### src/mcg_cfg.svh
`ifndef MCG_CFG_SVH
`define MCG_CFG_SVH

// ----------------------------------------------------------------
// register map (byte addresses)
// ----------------------------------------------------------------
`define MCG_ADDR_CLKGEN  12'h000
`define MCG_ADDR_SYSCFG1 12'h004
`define MCG_ADDR_STATUS  12'h008

// ----------------------------------------------------------------
// clock_generation_control field positions
// ----------------------------------------------------------------
`define MCG_SRC_LSB   0
`define MCG_IDIV_LSB  2
`define MCG_ODIV_LSB  4
`define MCG_MUL_LSB   8
`define MCG_BAND_LSB  13
`define MCG_CTRL_W    15
`define MCG_CTRL_RST  15'h0000

// ----------------------------------------------------------------
// encodings, limits, reset values
// ----------------------------------------------------------------
`define MCG_SRC_PLL   2'h3
`define MCG_IDIV_MAX  2'h3
`define MCG_ODIV_MAX  4'he
`define MCG_BAND_RSVD 2'h3
`define MCG_BAND_LOW  2'h0
`define MCG_PER_W     12
`define MCG_PER_RST   12'h010
`define MCG_RESP_OK   2'h0
`define MCG_RESP_ERR  2'h2

`endif

### src/mcg_pkg.sv
package mcg_pkg;

  // clock_generation_control register layout
  typedef struct packed {
    logic [1:0] vco_band_select;
    logic [4:0] feedback_multiplier;
    logic [3:0] output_prescale_factor;
    logic [1:0] input_prescale_factor;
    logic [1:0] master_clock_source_select;
  } mcg_ctrl_t;

  // clock enables handed to the rest of the chip
  typedef struct packed {
    logic mc;
    logic cpu;
    logic ext_bus;
    logic sys;
  } mcg_en_t;

endpackage : mcg_pkg

### src/mcg_master_clock.sv
// The register addresses and the AXI4-Lite register port were left to the implementer.
`timescale 1ns/10ps
`include "mcg_cfg.svh"

// Contract
// - source-select field picks generation mechanism
// - bypass divides by idiv+1 times odiv+1
// - zero prescalers: master clock follows oscillator
// - idiv up to 3, odiv up to 14
// - select 11 enables PLL multiplication
// - PLL locks gradually, no abrupt change
// - VCO output divided by odiv+1
// - VCO band field, 11 reserved
// - CPU clock is master or half
// - core and bus controller use CPU clock
// - peripherals get system clock equal CPU
module mcg_master_clock (
  // clock and reset
  input wire logic clk,
  input wire logic rst,
  // oscillator pin
  input wire logic oscillator_input,
  // axi4-lite write address
  input wire logic [11:0] s_axi_awaddr,
  input wire logic s_axi_awvalid,
  output logic s_axi_awready,
  // axi4-lite write data
  input wire logic [31:0] s_axi_wdata,
  input wire logic [3:0] s_axi_wstrb,
  input wire logic s_axi_wvalid,
  output logic s_axi_wready,
  // axi4-lite write response
  output logic [1:0] s_axi_bresp,
  output logic s_axi_bvalid,
  input wire logic s_axi_bready,
  // axi4-lite read address
  input wire logic [11:0] s_axi_araddr,
  input wire logic s_axi_arvalid,
  output logic s_axi_arready,
  // axi4-lite read data
  output logic [31:0] s_axi_rdata,
  output logic [1:0] s_axi_rresp,
  output logic s_axi_rvalid,
  input wire logic s_axi_rready,
  // clock outputs
  output mcg_pkg::mcg_en_t clk_en,
  output logic master_clock_level,
  output logic [1:0] vco_band
);

  // ----------------------------------------------------------------
  // declarations
  // ----------------------------------------------------------------
  logic osc_s1_ff, osc_s2_ff, osc_s3_ff;
  mcg_pkg::mcg_ctrl_t pend_ff, act_ff, nxt_pend;
  logic halve_ff, halve_act_ff, nxt_halve;
  logic [1:0] idiv_cnt_ff;
  logic [3:0] odiv_cnt_ff;
  logic [`MCG_PER_W-1:0] meas_ff, per_cnt_ff, est_ff;
  logic [15:0] acc_ff;
  logic cpu_phase_ff;
  logic osc_rise, pll_mode, ref_tick, vco_tick, nxt_mc, nxt_cpu;
  logic [15:0] acc_sum;
  logic [11:0] aw_addr_ff, ar_addr;
  logic [31:0] w_data_ff, wmask, merged;
  logic [3:0] w_strb_ff;
  logic aw_got_ff, w_got_ff, do_write;
  logic [31:0] rd_val;
  logic rd_ok;

  // ----------------------------------------------------------------
  // oscillator pin synchroniser
  // ----------------------------------------------------------------
  // s1 feeds only s2; edges are seen between s2 and s3
  always_ff @(posedge clk) begin
    if (rst) begin
      osc_s1_ff <= 1'b0;
      osc_s2_ff <= 1'b0;
      osc_s3_ff <= 1'b0;
    end else begin
      osc_s1_ff <= oscillator_input;
      osc_s2_ff <= osc_s1_ff;
      osc_s3_ff <= osc_s2_ff;
    end
  end

  assign osc_rise = osc_s2_ff & ~osc_s3_ff;
  assign pll_mode = (act_ff.master_clock_source_select == `MCG_SRC_PLL);

  // ----------------------------------------------------------------
  // input prescaler and reference period measurement
  // ----------------------------------------------------------------
  // one reference tick per idiv+1 oscillator edges
  always_ff @(posedge clk) begin
    if (rst || nxt_mc && act_ff != pend_ff) begin
      idiv_cnt_ff <= 2'h0;
    end else if (osc_rise) begin
      if (idiv_cnt_ff == act_ff.input_prescale_factor) begin
        idiv_cnt_ff <= 2'h0;
      end else begin
        idiv_cnt_ff <= idiv_cnt_ff + 2'h1;
      end
    end
  end

  assign ref_tick = osc_rise && idiv_cnt_ff == act_ff.input_prescale_factor;

  // clk cycles per reference period, saturating
  always_ff @(posedge clk) begin
    if (rst) begin
      per_cnt_ff <= '0;
      meas_ff <= `MCG_PER_RST;
    end else if (ref_tick) begin
      per_cnt_ff <= 12'h001;
      meas_ff <= per_cnt_ff;
    end else if (per_cnt_ff != 12'hfff) begin
      per_cnt_ff <= per_cnt_ff + 12'h001;
    end
  end

  // estimate slews one step per reference tick, so no frequency jump
  always_ff @(posedge clk) begin
    if (rst) begin
      est_ff <= `MCG_PER_RST;
    end else if (ref_tick && est_ff < meas_ff) begin
      est_ff <= est_ff + 12'h001;
    end else if (ref_tick && est_ff > meas_ff && est_ff > 12'h001) begin
      est_ff <= est_ff - 12'h001;
    end
  end

  // ----------------------------------------------------------------
  // vco: digital accumulator, mul+1 ticks per reference period
  // ----------------------------------------------------------------
  // at most one tick per clk, so high products saturate at clk rate
  assign acc_sum = acc_ff + {11'h000, act_ff.feedback_multiplier} + 16'h0001;
  assign vco_tick = pll_mode && acc_sum >= {4'h0, est_ff};

  always_ff @(posedge clk) begin
    if (rst || !pll_mode) begin
      acc_ff <= 16'h0000;
    end else if (vco_tick) begin
      acc_ff <= acc_sum - {4'h0, est_ff};
    end else begin
      acc_ff <= acc_sum;
    end
  end

  // ----------------------------------------------------------------
  // output prescaler, shared by both sources
  // ----------------------------------------------------------------
  // pll mode counts vco ticks, bypass counts reference ticks
  always_ff @(posedge clk) begin
    if (rst || nxt_mc && act_ff != pend_ff) begin
      odiv_cnt_ff <= 4'h0;
    end else if (pll_mode ? vco_tick : ref_tick) begin
      if (odiv_cnt_ff == act_ff.output_prescale_factor) begin
        odiv_cnt_ff <= 4'h0;
      end else begin
        odiv_cnt_ff <= odiv_cnt_ff + 4'h1;
      end
    end
  end

  assign nxt_mc = (pll_mode ? vco_tick : ref_tick)
    && odiv_cnt_ff == act_ff.output_prescale_factor;

  // ----------------------------------------------------------------
  // configuration handover at a master clock boundary
  // ----------------------------------------------------------------
  // changing mid-period would cut a pulse short
  always_ff @(posedge clk) begin
    if (rst) begin
      act_ff <= `MCG_CTRL_RST;
      halve_act_ff <= 1'b0;
    end else if (nxt_mc) begin
      act_ff <= pend_ff;
      halve_act_ff <= halve_ff;
    end
  end

  // ----------------------------------------------------------------
  // cpu, bus controller and system enables
  // ----------------------------------------------------------------
  assign nxt_cpu = nxt_mc && (!halve_act_ff || cpu_phase_ff);

  always_ff @(posedge clk) begin
    if (rst) begin
      cpu_phase_ff <= 1'b0;
    end else if (nxt_mc) begin
      cpu_phase_ff <= halve_act_ff ? ~cpu_phase_ff : 1'b0;
    end
  end

  always_ff @(posedge clk) begin
    if (rst) begin
      clk_en <= '0;
    end else begin
      clk_en.mc <= nxt_mc;
      clk_en.cpu <= nxt_cpu;
      clk_en.ext_bus <= nxt_cpu;
      clk_en.sys <= nxt_cpu;
    end
  end

  // direct bypass passes the oscillator waveform itself
  always_ff @(posedge clk) begin
    if (rst) begin
      master_clock_level <= 1'b0;
    end else if (!pll_mode && act_ff.input_prescale_factor == 2'h0
                 && act_ff.output_prescale_factor == 4'h0) begin
      master_clock_level <= osc_s2_ff;
    end else if (nxt_mc) begin
      master_clock_level <= ~master_clock_level;
    end
  end

  // reserved band code falls back to the lowest band
  always_ff @(posedge clk) begin
    if (rst) begin
      vco_band <= `MCG_BAND_LOW;
    end else if (act_ff.vco_band_select == `MCG_BAND_RSVD) begin
      vco_band <= `MCG_BAND_LOW;
    end else begin
      vco_band <= act_ff.vco_band_select;
    end
  end

  // ----------------------------------------------------------------
  // axi4-lite write path
  // ----------------------------------------------------------------
  assign do_write = aw_got_ff && w_got_ff && !s_axi_bvalid;

  always_ff @(posedge clk) begin
    if (rst) begin
      aw_got_ff <= 1'b0;
      w_got_ff <= 1'b0;
      aw_addr_ff <= 12'h000;
      w_data_ff <= 32'h0;
      w_strb_ff <= 4'h0;
    end else if (do_write) begin
      aw_got_ff <= 1'b0;
      w_got_ff <= 1'b0;
    end else begin
      if (s_axi_awvalid && s_axi_awready) begin
        aw_got_ff <= 1'b1;
        aw_addr_ff <= s_axi_awaddr;
      end
      if (s_axi_wvalid && s_axi_wready) begin
        w_got_ff <= 1'b1;
        w_data_ff <= s_axi_wdata;
        w_strb_ff <= s_axi_wstrb;
      end
    end
  end

  always_ff @(posedge clk) begin
    if (rst) begin
      s_axi_awready <= 1'b0;
      s_axi_wready <= 1'b0;
    end else begin
      s_axi_awready <= !aw_got_ff && !(s_axi_awvalid && s_axi_awready);
      s_axi_wready <= !w_got_ff && !(s_axi_wvalid && s_axi_wready);
    end
  end

  // byte lanes
  always_comb begin
    for (int i = 0; i < 4; i++) begin
      wmask[i*8 +: 8] = {8{w_strb_ff[i]}};
    end
  end

  assign merged = ({17'h0, pend_ff} & ~wmask) | (w_data_ff & wmask);

  // output prescale field clamps at its largest legal value, 14
  always_comb begin
    nxt_pend = pend_ff;
    nxt_halve = halve_ff;
    if (do_write && aw_addr_ff == `MCG_ADDR_CLKGEN) begin
      nxt_pend = merged[`MCG_CTRL_W-1:0];
      if (nxt_pend.output_prescale_factor > `MCG_ODIV_MAX) begin
        nxt_pend.output_prescale_factor = `MCG_ODIV_MAX;
      end
    end
    if (do_write && aw_addr_ff == `MCG_ADDR_SYSCFG1 && w_strb_ff[0]) begin
      nxt_halve = w_data_ff[0];
    end
  end

  always_ff @(posedge clk) begin
    if (rst) begin
      pend_ff <= `MCG_CTRL_RST;
      halve_ff <= 1'b0;
    end else begin
      pend_ff <= nxt_pend;
      halve_ff <= nxt_halve;
    end
  end

  always_ff @(posedge clk) begin
    if (rst) begin
      s_axi_bvalid <= 1'b0;
      s_axi_bresp <= `MCG_RESP_OK;
    end else if (do_write) begin
      s_axi_bvalid <= 1'b1;
      s_axi_bresp <= (aw_addr_ff == `MCG_ADDR_CLKGEN
        || aw_addr_ff == `MCG_ADDR_SYSCFG1) ? `MCG_RESP_OK : `MCG_RESP_ERR;
    end else if (s_axi_bready) begin
      s_axi_bvalid <= 1'b0;
    end
  end

  // ----------------------------------------------------------------
  // axi4-lite read path
  // ----------------------------------------------------------------
  assign ar_addr = s_axi_araddr;

  always_comb begin
    rd_val = 32'h0;
    rd_ok = 1'b1;
    case (ar_addr)
      `MCG_ADDR_CLKGEN: rd_val = {17'h0, pend_ff};
      `MCG_ADDR_SYSCFG1: rd_val = {31'h0, halve_ff};
      `MCG_ADDR_STATUS: rd_val = {16'h0, est_ff,
        1'b0, est_ff == meas_ff, pll_mode, halve_act_ff};
      default: rd_ok = 1'b0;
    endcase
  end

  always_ff @(posedge clk) begin
    if (rst) begin
      s_axi_arready <= 1'b0;
      s_axi_rvalid <= 1'b0;
      s_axi_rdata <= 32'h0;
      s_axi_rresp <= `MCG_RESP_OK;
    end else if (s_axi_arvalid && s_axi_arready) begin
      s_axi_arready <= 1'b0;
      s_axi_rvalid <= 1'b1;
      s_axi_rdata <= rd_val;
      s_axi_rresp <= rd_ok ? `MCG_RESP_OK : `MCG_RESP_ERR;
    end else if (s_axi_rvalid) begin
      s_axi_rvalid <= !s_axi_rready;
      s_axi_arready <= s_axi_rready;
    end else begin
      s_axi_arready <= 1'b1;
    end
  end

  // osc edges since the last master tick, for the bypass ratio check
  logic [5:0] edge_cnt_ff;

  always_ff @(posedge clk) begin
    if (rst || nxt_mc) begin
      edge_cnt_ff <= 6'h00;
    end else if (osc_rise) begin
      edge_cnt_ff <= edge_cnt_ff + 6'h01;
    end
  end
endmodule : mcg_master_clock

### config.mk
export PLATFORM = sky130hd
export DESIGN_NAME = mcg_master_clock
export DESIGN_NICKNAME = d
export VERILOG_FILES = /design/src/mcg_pkg.sv /design/src/mcg_master_clock.sv
export VERILOG_INCLUDE_DIRS = /design/src /design/src/src
export SDC_FILE = /design/constraint.sdc
export NUM_CORES = 1
export LEC_CHECK = 0
export BUFFER_PORTS_ARGS = -buffer_cell sky130_fd_sc_hd__clkbuf_2
export CAP_MARGIN = 20
export CORE_ASPECT_RATIO = 1.2
export CORE_MARGIN = 4
export CORE_UTILIZATION = 35
export DETAILED_ROUTE_END_ITERATION = 7
export PLACE_DENSITY_LB_ADDON = 0.15
export SLEW_MARGIN = 20
export SYNTH_ARGS = -nofsm -noshare
export SYNTH_HDL_FRONTEND = slang
export SYNTH_SLANG_ARGS = --single-unit
### constraint.sdc
create_clock -name clk -period 4.3 [get_ports clk]
set_input_delay 0 -clock clk [delete_from_list [all_inputs] [get_ports clk]]
set_output_delay 0 -clock clk [all_outputs]
set_load 0.03 [all_outputs]
==> results of run 1 <==
-- worst register-to-register path, stage by stage (launching register included) --
cell and delay (ns):
dfxtp_1 0.37, inv_1 0.06, ha_1 0.22, fa_1 0.44
nor2b_4 0.13, o31a_1 0.21, or2_2 0.17, buf_4 0.13
nand3_1 0.09, xnor2_1 0.18, ha_1 0.36, nand2_1 0.06
o21ai_0 0.34, a2111oi_4 0.09, buf_4 0.18, a31o_2 0.29
or2_1 0.25, o41ai_1 0.30
-- power groups by stage --
stage	Clock, uW	Combinational, uW	Sequential, uW
detailed placement	0	305	1510
floorplan	0	227	1510
global route	1590	366	1480
CTS	1530	331	1470
global placement	0	305	1510
finish	1500	328	1470
-- through the flow --
step / instance area (um^2) / std cells
final: 9350 / 1319
after global routing: 9350 / 1319
after CTS: 9340 / 1318
after detailed placement: 8400 / 1252
after global placement: 8400 / 1252
after floorplan: 7920 / 948
-- path summary, 6_finish.rpt --
check                                             from                           to  slack (ns)  cells after the start
worst max-delay path            act_ff[8]$_SDFFE_PP0P_  odiv_cnt_ff[3]$_SDFFE_PP0P_        0.33                     17
worst min-delay path                   s_axi_araddr[2]  s_axi_rresp[1]$_SDFFE_PP0P_        0.06                      5
worst max register to register  act_ff[8]$_SDFFE_PP0P_  odiv_cnt_ff[3]$_SDFFE_PP0P_        0.33                     17
worst min register to register    osc_s1_ff$_SDFF_PP0_         osc_s2_ff$_SDFF_PP0_        0.44                      1
-- what timing repair did --
item                                    CTS  global route
setup buffers                             0             1
endpoints found under the setup margin    0            11
hold buffers                             34             0
resized for setup                         0             0
endpoints found under the hold margin    37             0
-- flip-flops by register name, indices dropped and copies added (netlist names), 4 cells and up, named ones only --
register     count
per_cnt_ff      12
est_ff          12
aw_addr_ff      12
pend_ff          4
s_axi_rdata     16
odiv_cnt_ff      4
act_ff          15
w_data_ff       15
meas_ff         12
acc_ff          16
-- cells by family (layout without fill, tap and decap cells) --
| logic type | after synthesis | in the layout |
|---|---|---|
| XOR/XNOR | 63 | 63 |
| AND/OR/NAND/NOR | 363 | 363 |
| other | 1 | 18 |
| adder cells (fa/ha/maj) | 36 | 36 |
| buffers and inverters | 98 | 195 |
| flip-flops | 153 | 153 |
| AO/OA/AOI/OAI | 157 | 157 |
| multiplexers | 60 | 60 |
-- cells in the mapped netlist (all sizes together) (3+ instances only) --
cell type and n:
a211oi 6, a21o 8, a21oi 93, a31o 4, and2 7, and3 4
and4 4, buf 25, clkbuf 31, dfxtp 153, ha 34, inv 40
mux2 3, mux2i 57, nand2 109, nand2b 6, nand3 25, nand4 18
nor2 130, nor2b 14, nor3 18, nor3b 4, nor4 9, o211ai 6
o21a 6, o21ai 12, o32ai 5, or2 8, or3 3, or4 3
xnor2 32, xor2 31
-- layer usage --
layer  vias up  wire length (um)  global-route usage (%)
li1       3361                 -                       -
met1      3004              9090                    20.2
met3        24               735                    3.90
met4         0               373                    4.75
met2       108              9910                    29.0
met5         -                 0                       0
-- final cells by class --
| type | instances | area, um^2 | share of cell area, % |
|---|---|---|---|
| Clock inverter | 15 | 169 | 1.81 |
| Multi-Input combinational cell | 697 | 4370 | 46.7 |
| Clock buffer | 17 | 425 | 4.55 |
| Timing Repair Buffer | 123 | 828 | 8.86 |
| Inverter | 40 | 150 | 1.61 |
| Sequential cell | 153 | 3060 | 32.8 |
| Tap cell | 274 | 343 | 3.67 |
==> metrics.md, run 1 <==
| Metric | Value |
|---|---|
| Max-Cap Viols | `0` |
| Ys async rst share | `0%` |
| Synth area leaders | `dfxtp_1 (39%), mux2i_1 (7.3%), nor2_1 (6.2%)` |
| Layout Skew | `0.0117 ns` |
| Via count | `6497` |
| Clk_lat worst skew | `0.43 ns` |
| Port bufs | `78` |
| Crit path buf inv count | `3` |
| Starting Density | `35.9%` |
| Final Hold Fails | `0` |
| Internal Pwr Total | `2360 uW` |
| WP data required | `4.62 ns` |
| Critical path capture point type | `register` |
| Switching share of power | `28.5%` |
| Slew @ Worst Pin | `0.792 ns` |
| Fraction of layout cells with a size suffix above 1 | `14.2%` |
| Ys flop type | `dfxtp_1` |
| Status | `complete, no violations` |
| # DRC | `0` |
| Setup tns final | `0 ns` |
| CP max-delay cell | `fa_1` |
| Syn-to-layout area delta | `19.0%` |
| Vias per cell | `4.93` |
| Largest net degree at the start of global routing | `67` |
| CP max stage delay | `0.44 ns` |
| Initial antenna violation count | `0` |
| Vias in the first global route | `6358` |
| Pre-CTS setup slack | `0.161 ns` |
| RSZ-0062 raised after global routing | `false` |
| Switching power | `940 uW` |
| Clock buffer depth | `2` |
| Final HPWL DP | `14.6 mm` |
| Cell taking the most area after synthesis | `dfxtp_1` |
| Routed Wire Length | `20.1 mm` |
| Post-synthesis xor/xnor area fraction | `7.02%` |
| Chip Height | `172 um` |
| Pwr Density | `353 nW/um^2` |
| H-tree depth | `4` |
| Min setup slack post-route | `0.334 ns` |
| Fillers | `2234` |
| Seq/Total Area, Yosys | `39.0%` |
| Yosys cell types | `66` |
| Final ANT Viol Nets | `0` |
| Hold Crit Class | `in -> reg` |
| CTS tree | `done` |
| Post-Syn Instances | `931` |
| Die Wd | `145 um` |
| Worst Path Arrival | `4.29 ns` |
| Most frequent cells in the layout | `dfxtp_1 (153), nor2_1 (129), nand2_1 (109)` |
| Comb pwr share | `9.9%` |
| Most common cell after layout, fill and taps aside | `dfxtp_1` |
| Fin crit share | `92.2%` |
| Drt first-iter violations | `299` |
| Yosys top cell area share | `39.0%` |
| Util after Layout | `42.8%` |
| Yosys warns | `0` |
| Clock buffer count from CTS | `17` |
| Critical Path Start Type | `register` |
| Peak VDD IR | `0.289 mV` |
| Pwr Total | `3300 uW` |
| CTS clk-pin slew, worst paths | `0.07 ns` |
| Overflow left after global routing | `0` |
| Sequential share of power | `44.6%` |
| GP Congestion | `0.826` |
| Highest clock rate | `252 MHz` |
| WHS | `0.0612 ns` |
| Post-synthesis sequential element count | `153` |
| Ant diodes | `0` |
| CP top delay family | `compound AO/OA/AOI/OAI gates` |
| Num ports | `116` |
| Final Setup Violations | `0` |
| Root Buffer | `clkbuf_16` |
| Die area | `24900 um^2` |
| Clock power share | `45.4%` |
| Dominant combinational cell family by area after synthesis | `simple AND/OR/NAND/NOR gates` |
| Final #Nets | `1136` |
| Synthesized area per cell | `8.44 um^2` |
| Crit path cell chain | `inv_1 > ha_1 > fa_1 > nor2b_4 > o31a_1 > or2_2 > buf_4 > nand3_1 > xnor2_1 > ha_1 > nand2_1 > o21ai_0 > a2111oi_4 > buf_4 > a31o_2 > or2_1 > o41ai_1` |
| Gr usage total | `16.6%` |
| Pleak | `0.00377 uW` |
| Sink Count | `153` |
| TritonRoute pass-1 iters | `4` |
| Compound-Gate Fraction of Synth Area | `12.7%` |
| Post-Syn Area | `7860 um^2` |
| Min Tclk post-route | `3.97 ns` |
| Adder-cell share of the synthesized area | `5.93%` |
| Max-slew violations | `0` |
| Row count | `59` |
| Slew headroom | `46.9%` |
| Post-synth EDFFs | `0` |
| Critical path class | `reg -> reg` |
| Post-synthesis mux area share | `7.69%` |
| Core footprint | `21900 um^2` |
| Drt wl/cell | `15.2 um` |
| Crit Path Max Fanout | `6` |
| Global-route wire length before repair | `32.6 mm` |
| Simple logic cell fraction of the synthesized area | `21.3%` |
Note: power is estimated with default switching activity, not from simulation.
==> run 2, diff against run 1 <==
==> constraint.sdc (replaced) <==
create_clock -name clk -period 4.3 [get_ports clk]
set_input_delay 0.43 -clock clk [delete_from_list [all_inputs] [get_ports clk]]
set_output_delay 0.43 -clock clk [all_outputs]
set_load 0.03 [all_outputs]
==> run 2 against run 1 <==
- die area stayed put
- fmax is 0.54% lower
- clock-buffer cell count stayed put
- register-to-register slack worse by 0.02 ns
- sequential cell count stayed put
- core utilization is 1.4 points lower
- critical endpoint is now acc_ff[0]$_SDFF_PP0_
- clock power is 3% higher
- clock skew is 0.013 ns higher
- first-iteration DRC count is 2.3% higher
- power is 0.81% higher
- setup slack worse by 0.022 ns
==> metrics.md, run 2 (synthesis results as in run 1) <==
| Metric | Value |
|---|---|
| Chip Height | `172 um (unchanged)` |
| Regs by FF count | `acc_ff x16, s_axi_rdata x16` |
| CP max stage delay | `0.53 ns (+0.09 ns)` |
| Clock power share | `46.6% (+1.2 points)` |
| GP Congestion | `0.816 (-1.2%)` |
| Hold Path Origin | `s_axi_wdata[6]` |
| # DRC | `0 (unchanged)` |
| Syn-to-layout area delta | `15.1%` |
| Sequential share of power | `44.2% (-0.4 points)` |
| Overflow left after global routing | `0 (unchanged)` |
| Clk_lat worst skew | `0.44 ns (about the same)` |
| # hold bufs at CTS | `0 (-100%)` |
| Pwr Density | `368 nW/um^2 (+4.3%)` |
| Final Setup Violations | `0 (unchanged)` |
| Hold Path Depth | `3 (-2)` |
| Switching share of power | `29.2% (+0.76 points)` |
| CP max-delay cell | `a2111oi_4` |
| Min Tclk post-route | `3.99 ns (+0.0217 ns)` |
| Worst r2r src | `act_ff[8]$_SDFFE_PP0P_` |
| Peak VDD IR | `0.253 mV (-13%)` |
| Reg-to-reg slack, setup | `0.31 ns (-0.02 ns)` |
| Gr usage total | `16.4% (-0.21 points)` |
| Layout Skew | `0.0251 ns (+0.0134 ns)` |
| TritonRoute pass-1 iters | `4 (unchanged)` |
| Max-Cap Viols | `0 (unchanged)` |
| Crit path cell chain | `inv_1 > ha_1 > fa_1 > nor2b_4 > o31a_1 > or2_2 > buf_4 > nand3_1 > xnor2_1 > ha_1 > nand2_1 > o21ai_0 > a2111oi_4 > nand2_1 > buf_4 > mux2_2 > nor2_1` |
| Internal Pwr Total | `2360 uW (-0.27%)` |
| Drt first-iter violations | `306 (+2.3%)` |
| Port bufs | `78 (unchanged)` |
| Clock buffer count from CTS | `17 (unchanged)` |
| Most common cell after layout, fill and taps aside | `dfxtp_1` |
| Critical Path Start Type | `register` |
| Fraction of layout cells with a size suffix above 1 | `14.7% (+0.56 points)` |
| Via count | `6383 (-1.8%)` |
| Routed Wire Length | `20.0 mm (-0.38%)` |
| H-tree depth | `4 (unchanged)` |
| Worst r2r dst | `acc_ff[0]$_SDFF_PP0_` |
| WP data required | `4.64 ns (+0.02 ns)` |
| Initial antenna violation count | `0 (unchanged)` |
| Global-route wire length before repair | `32.2 mm (-1.2%)` |
| Final ANT Viol Nets | `0 (unchanged)` |
| Most frequent cells in the layout | `dfxtp_1 (153), nor2_1 (129), nand2_1 (109)` |
| Final HPWL DP | `14.7 mm (+0.30%)` |
| Ant diodes | `0 (unchanged)` |
| Util after Layout | `41.4% (-1.4 points)` |
| Hold Path Sink | `w_data_ff[6]$_SDFFE_PP0P_` |
| Critical path class | `reg -> reg` |
| Clock buffer depth | `2 (unchanged)` |
| Crit Path Max Fanout | `10 (+4)` |
| Die area | `24900 um^2 (unchanged)` |
| Slew @ Worst Pin | `0.772 ns (-0.0201 ns)` |
| Worst Path Arrival | `4.33 ns (+0.04 ns)` |
| Min setup slack post-route | `0.312 ns (-0.0217 ns)` |
| Num ports | `116 (unchanged)` |
| Vias in the first global route | `6310 (-0.75%)` |
| Status | `complete, no violations` |
| Hold Crit Class | `in -> reg` |
| Comb pwr share | `9.1% (-0.8 points)` |
| Critical path capture point type | `register` |
| Pleak | `0.00364 uW (-3.4%)` |
| CTS tree | `done` |
| Starting Density | `35.9% (unchanged)` |
| Final Hold Fails | `0 (unchanged)` |
| Root Buffer | `clkbuf_16` |
| Pre-CTS setup slack | `0.178 ns (+0.0172 ns)` |
| Slew headroom | `48.2% (+1.3 points)` |
| RSZ-0062 raised after global routing | `false` |
| Final #Nets | `1103 (-2.9%)` |
| Largest net degree at the start of global routing | `70 (+4.5%)` |
| Row count | `59 (unchanged)` |
| WHS | `0.207 ns (+0.146 ns)` |
| Final non-filler cell total | `1286 (-2.5%)` |
| Highest clock rate | `251 MHz (-0.54%)` |
| CTS clk-pin slew, worst paths | `0.08 ns (about the same)` |
| Placed cell count | `1253 (+0.080%)` |
| Fin crit share | `92.7% (+0.50 points)` |
| Core footprint | `21900 um^2 (unchanged)` |
| CP top delay family | `adder cells` |
| Sink Count | `153 (unchanged)` |
| Vias per cell | `4.96 (+0.77%)` |
| Switching power | `973 uW (+3.5%)` |
| Drt wl/cell | `15.6 um (+2.2%)` |
| Crit path buf inv count | `3 (unchanged)` |
| R2r worst-path depth | `17 (unchanged)` |
| Setup tns final | `0 ns (unchanged)` |
| Max-slew violations | `0 (unchanged)` |
| Die Wd | `145 um (unchanged)` |
run 2: worst max path at each step:
stage / startpoint / end / slack, ns / depth (start not counted)
after floorplan: act_ff[8]$_SDFFE_PP0P_ / act_ff[5]$_SDFFE_PP0P_ / 0.51 / 18
after global placement: act_ff[8]$_SDFFE_PP0P_ / clk_en[0]$_SDFF_PP0_ / 0.20 / 17
after detailed placement: act_ff[8]$_SDFFE_PP0P_ / acc_ff[0]$_SDFF_PP0_ / 0.18 / 17
after CTS: act_ff[8]$_SDFFE_PP0P_ / acc_ff[0]$_SDFF_PP0_ / 0.13 / 17
after global routing: act_ff[8]$_SDFFE_PP0P_ / acc_ff[0]$_SDFF_PP0_ / 0.008 / 18
final: act_ff[8]$_SDFFE_PP0P_ / acc_ff[0]$_SDFF_PP0_ / 0.31 / 17
run 2: tightest hold or removal path, cell delays in order:
cell and delay, ns:
clkbuf_2 0.08, nand2_1 0.04, a21oi_1 0.05
run 2: metal layers:
metal  part of all wire, %  GRT usage, %
met5                     0             0
met4                   2.3          6.90
met3                   4.1          3.57
met2                    48          27.5
met1                    46          20.1
run 2: repair_timing:
item | 4_1_cts | 5_1_grt
gates resized for setup | 0 | 0
setup buffers | 0 | 1
setup endpoints to repair | 0 | 30
run 2: power by group through the flow:
stage | registers, uW | clock network, uW | logic, uW
2_1_floorplan | 1510 | 0 | 227
5_1_grt | 1480 | 1650 | 336
3_3_place_gp | 1510 | 0 | 305
4_1_cts | 1470 | 1590 | 306
6_report | 1470 | 1550 | 304
3_5_place_dp | 1510 | 0 | 305
run 2: metrics by stage:
step / area [um^2] / power, uW
global route: 9040 / 3460
finish: 9040 / 3330
CTS: 9030 / 3370
detailed placement: 8410 / 1810
global placement: 8410 / 1810
floorplan: 7920 / 1730
run 2: final cells by class:
type	count	area, um^2
clock buffer	17	425
clock inverter	15	191
fill	2326	12800
inverter	40	150
multi-input combinational	697	4370
sequential	153	3060
tap	274	343
timing repair buffer	90	495
==> run 3, diff against run 2 <==
--- a/config.mk
+++ b/config.mk
@@ -9,7 +9,7 @@
 export BUFFER_PORTS_ARGS = -buffer_cell sky130_fd_sc_hd__clkbuf_2
 export CAP_MARGIN = 20
 export CORE_ASPECT_RATIO = 1.2
-export CORE_MARGIN = 4
+export CORE_MARGIN = 5
 export CORE_UTILIZATION = 35
 export DETAILED_ROUTE_END_ITERATION = 7
 export PLACE_DENSITY_LB_ADDON = 0.15
==> constraint.sdc (replaced) <==
create_clock -name clk -period 4.3 [get_ports clk]
set_input_delay 0.86 -clock clk [delete_from_list [all_inputs] [get_ports clk]]
set_output_delay 0.86 -clock clk [all_outputs]
set_load 0.03 [all_outputs]
==> run 3 against run 2 <==
- wire length shrank 0.98%
- via count grew 0.13%
- hold slack better by 0.24 ns
- core utilization decreased by 0.67 points
- fmax shrank 1.2%
- power up 0.53%
- combinational power rose by 2%
==> metrics.md, run 3 (synthesis results as in run 1) <==
| Metric | Value |
|---|---|
| Status | `complete, no violations` |
| Sink Count | `153 (unchanged)` |
| Comb pwr share | `9.3% (+0.2 points)` |
| Fin crit share | `93.9% (+1.1 points)` |
| Row count | `60 (+1.7%)` |
| # DRC | `0 (unchanged)` |
| Slew headroom | `40.1% (-8.1 points)` |
| Port bufs | `78 (unchanged)` |
| Max-Cap Viols | `0 (unchanged)` |
| Crit path cell chain | `inv_1 > ha_1 > fa_1 > nor2b_4 > o31a_1 > or2_2 > buf_4 > nand3_1 > xnor2_1 > ha_1 > nand2_1 > o21ai_0 > a2111oi_4 > a31oi_2 > buf_12 > and2_2 > nor2b_1` |
| Reg-to-reg slack, setup | `0.26 ns (-0.05 ns)` |
| Critical Path Start Type | `register` |
| Vias per cell | `4.94 (-0.42%)` |
| Core footprint | `22300 um^2 (+2.0%)` |
| CTS tree | `done` |
| Regs by FF count | `acc_ff x16, s_axi_rdata x16` |
| Die area | `25600 um^2 (+2.6%)` |
| Clock buffer depth | `2 (unchanged)` |
| Switching power | `941 uW (-3.3%)` |
| Most common cell after layout, fill and taps aside | `dfxtp_1` |
| GP Congestion | `0.816 (about the same)` |
| Met1 Use GR | `20.0% (-0.15 points)` |
| Hold Path Origin | `osc_s1_ff$_SDFF_PP0_` |
| Hold Path Sink | `osc_s2_ff$_SDFF_PP0_` |
| Clk_lat worst skew | `0.43 ns (about the same)` |
| Final Setup Violations | `0 (unchanged)` |
| Most used routing layer | `met2` |
| Min Tclk post-route | `4.04 ns (+0.0482 ns)` |
| Routed Wire Length | `19.8 mm (-0.98%)` |
| CP max-delay cell | `a2111oi_4` |
| Switching share of power | `28.1% (-1.1 points)` |
| Root Buffer | `clkbuf_16` |
| Sequential share of power | `43.9% (-0.3 points)` |
| Drt first-iter violations | `308 (+0.65%)` |
| Clock power share | `46.8% (+0.2 points)` |
| Final #Nets | `1105 (+0.18%)` |
| # resized after CTS | `0 (unchanged)` |
| Crit Path Max Fanout | `19 (+9)` |
| Critical path class | `reg -> reg` |
| Via count | `6391 (+0.13%)` |
| Global-route wire length before repair | `32.6 mm (+1.2%)` |
| Worst Path Arrival | `4.36 ns (+0.03 ns)` |
| Starting Density | `35.2% (-0.72 points)` |
| Largest net degree at the start of global routing | `75 (+7.1%)` |
| Met2 Usage GRT | `26.6% (-0.91 points)` |
| Worst r2r dst | `clk_en[0]$_SDFF_PP0_` |
| CP max stage delay | `0.55 ns (+0.02 ns)` |
| Chip Height | `174 um (+1.2%)` |
| Final Hold Fails | `0 (unchanged)` |
| Hold Path Depth | `1 (-2)` |
| Gr usage total | `15.8% (-0.58 points)` |
| Overflow left after global routing | `0 (unchanged)` |
| Util after Layout | `40.7% (-0.67 points)` |
| CTS clk-pin slew, worst paths | `0.07 ns (about the same)` |
| Critical path's most frequent cell | `ha_1` |
| Num ports | `116 (unchanged)` |
| Layout Skew | `0.0155 ns (-0.00963 ns)` |
| Pleak | `0.00365 uW (+0.32%)` |
| Most frequent cells in the layout | `dfxtp_1 (153), nor2_1 (129), nand2_1 (109)` |
| Die Wd | `147 um (+1.4%)` |
| Ant diodes | `0 (unchanged)` |
| Highest clock rate | `248 MHz (-1.2%)` |
| Fraction of layout cells with a size suffix above 1 | `14.9% (+0.17 points)` |
| Initial antenna violation count | `0 (unchanged)` |
| Syn-to-layout area delta | `15.5%` |
| Pwr Total | `3350 uW (+0.53%)` |
| Final non-filler cell total | `1293 (+0.54%)` |
| Pwr Density | `369 nW/um^2 (+0.16%)` |
| Critical path capture point type | `register` |
| Final HPWL DP | `14.5 mm (-0.98%)` |
| Clock buffer count from CTS | `17 (unchanged)` |
| RSZ-0062 raised after global routing | `false` |
| Placed cell count | `1258 (+0.40%)` |
| Peak VDD IR | `0.290 mV (+15%)` |
| Drt wl/cell | `15.3 um (-1.5%)` |
| Worst r2r src | `act_ff[8]$_SDFFE_PP0P_` |
| H-tree depth | `4 (unchanged)` |
| Max-slew violations | `0 (unchanged)` |
| Internal Pwr Total | `2410 uW (+2.1%)` |
| Final ANT Viol Nets | `0 (unchanged)` |
| WP data required | `4.62 ns (-0.02 ns)` |
| Setup tns final | `0 ns (unchanged)` |
| TritonRoute pass-1 iters | `4 (unchanged)` |
| Slew @ Worst Pin | `0.896 ns (+0.124 ns)` |
| M3 GR Usage | `3.91% (+0.34 points)` |
| Vias in the first global route | `6258 (-0.82%)` |
| WHS | `0.444 ns (+0.237 ns)` |
| R2r worst-path depth | `17 (unchanged)` |
| Hold Crit Class | `reg -> reg` |
-- run 3: cell count changes in the layout (fill, tap and decap cells not counted) --
cell,previous run,this run
inv_6,3,4
bufinv_16,0,1
inv_8,6,3
buf_4,12,14
clkinvlp_4,0,1
-- run 3: worst max-delay path by stage --
| stage | startpoint | end | slack (ns) | depth (start not counted) |
|---|---|---|---|---|
| 6_report | act_ff[8]$_SDFFE_PP0P_ | clk_en[0]$_SDFF_PP0_ | 0.26 | 17 |
| 3_5_place_dp | act_ff[8]$_SDFFE_PP0P_ | clk_en[0]$_SDFF_PP0_ | 0.15 | 17 |
| 2_1_floorplan | act_ff[8]$_SDFFE_PP0P_ | act_ff[5]$_SDFFE_PP0P_ | 0.51 | 18 |
| 4_1_cts | act_ff[8]$_SDFFE_PP0P_ | clk_en[0]$_SDFF_PP0_ | 0.13 | 17 |
| 5_1_grt | act_ff[8]$_SDFFE_PP0P_ | idiv_cnt_ff[0]$_SDFFE_PP0P_ | 0.02 | 17 |
| 3_3_place_gp | act_ff[8]$_SDFFE_PP0P_ | clk_en[0]$_SDFF_PP0_ | 0.19 | 17 |
-- run 3: routing by layer --
layer	part of all wire (%)	routed length [um]
met4	1.2	238
met3	4.1	814
met5	0	0
met2	48	9550
met1	47	9230
-- run 3: timing repair --
item | CTS | global route
hold buffers | 0 | 0
setup endpoints to repair | 0 | 35
buffers inserted | 0 | 3
-- run 3: cell type report --
cell class / count / area (um^2)
repair buffers: 92 / 510
multi-input cells: 697 / 4370
clock inverters: 15 / 204
well taps: 279 / 349
flip-flops and latches: 153 / 3060
inverters: 40 / 150
fillers: 2283 / 13200
clock buffers: 17 / 425
-- run 3: worst max-delay path: cells and delay by family, from the launching register on --
kind / cells / cell delay, ns
simple gates: 6 / 0.80
buf+inv: 3 / 0.43
compound gates: 4 / 1.11
fa+ha+maj: 3 / 1.00
flops: 1 / 0.36
xor+xnor: 1 / 0.24
-- run 3: through the flow --
step | cell area, um^2 | worst slack, ns
finish | 9070 | 0.264
global route | 9070 | 0.0226
CTS | 9050 | 0.129
detailed placement | 8420 | 0.147
global placement | 8420 | 0.190
floorplan | 7920 | 0.514
-- run 3: power by group through the flow --
| stage | logic [uW] | registers [uW] | clock network [uW] |
|---|---|---|---|
| 3_3_place_gp | 311 | 1500 | 0 |
| 3_5_place_dp | 310 | 1500 | 0 |
| 2_1_floorplan | 227 | 1510 | 0 |
| 5_1_grt | 344 | 1470 | 1670 |
| 4_1_cts | 312 | 1470 | 1610 |
| 6_report | 311 | 1470 | 1570 |
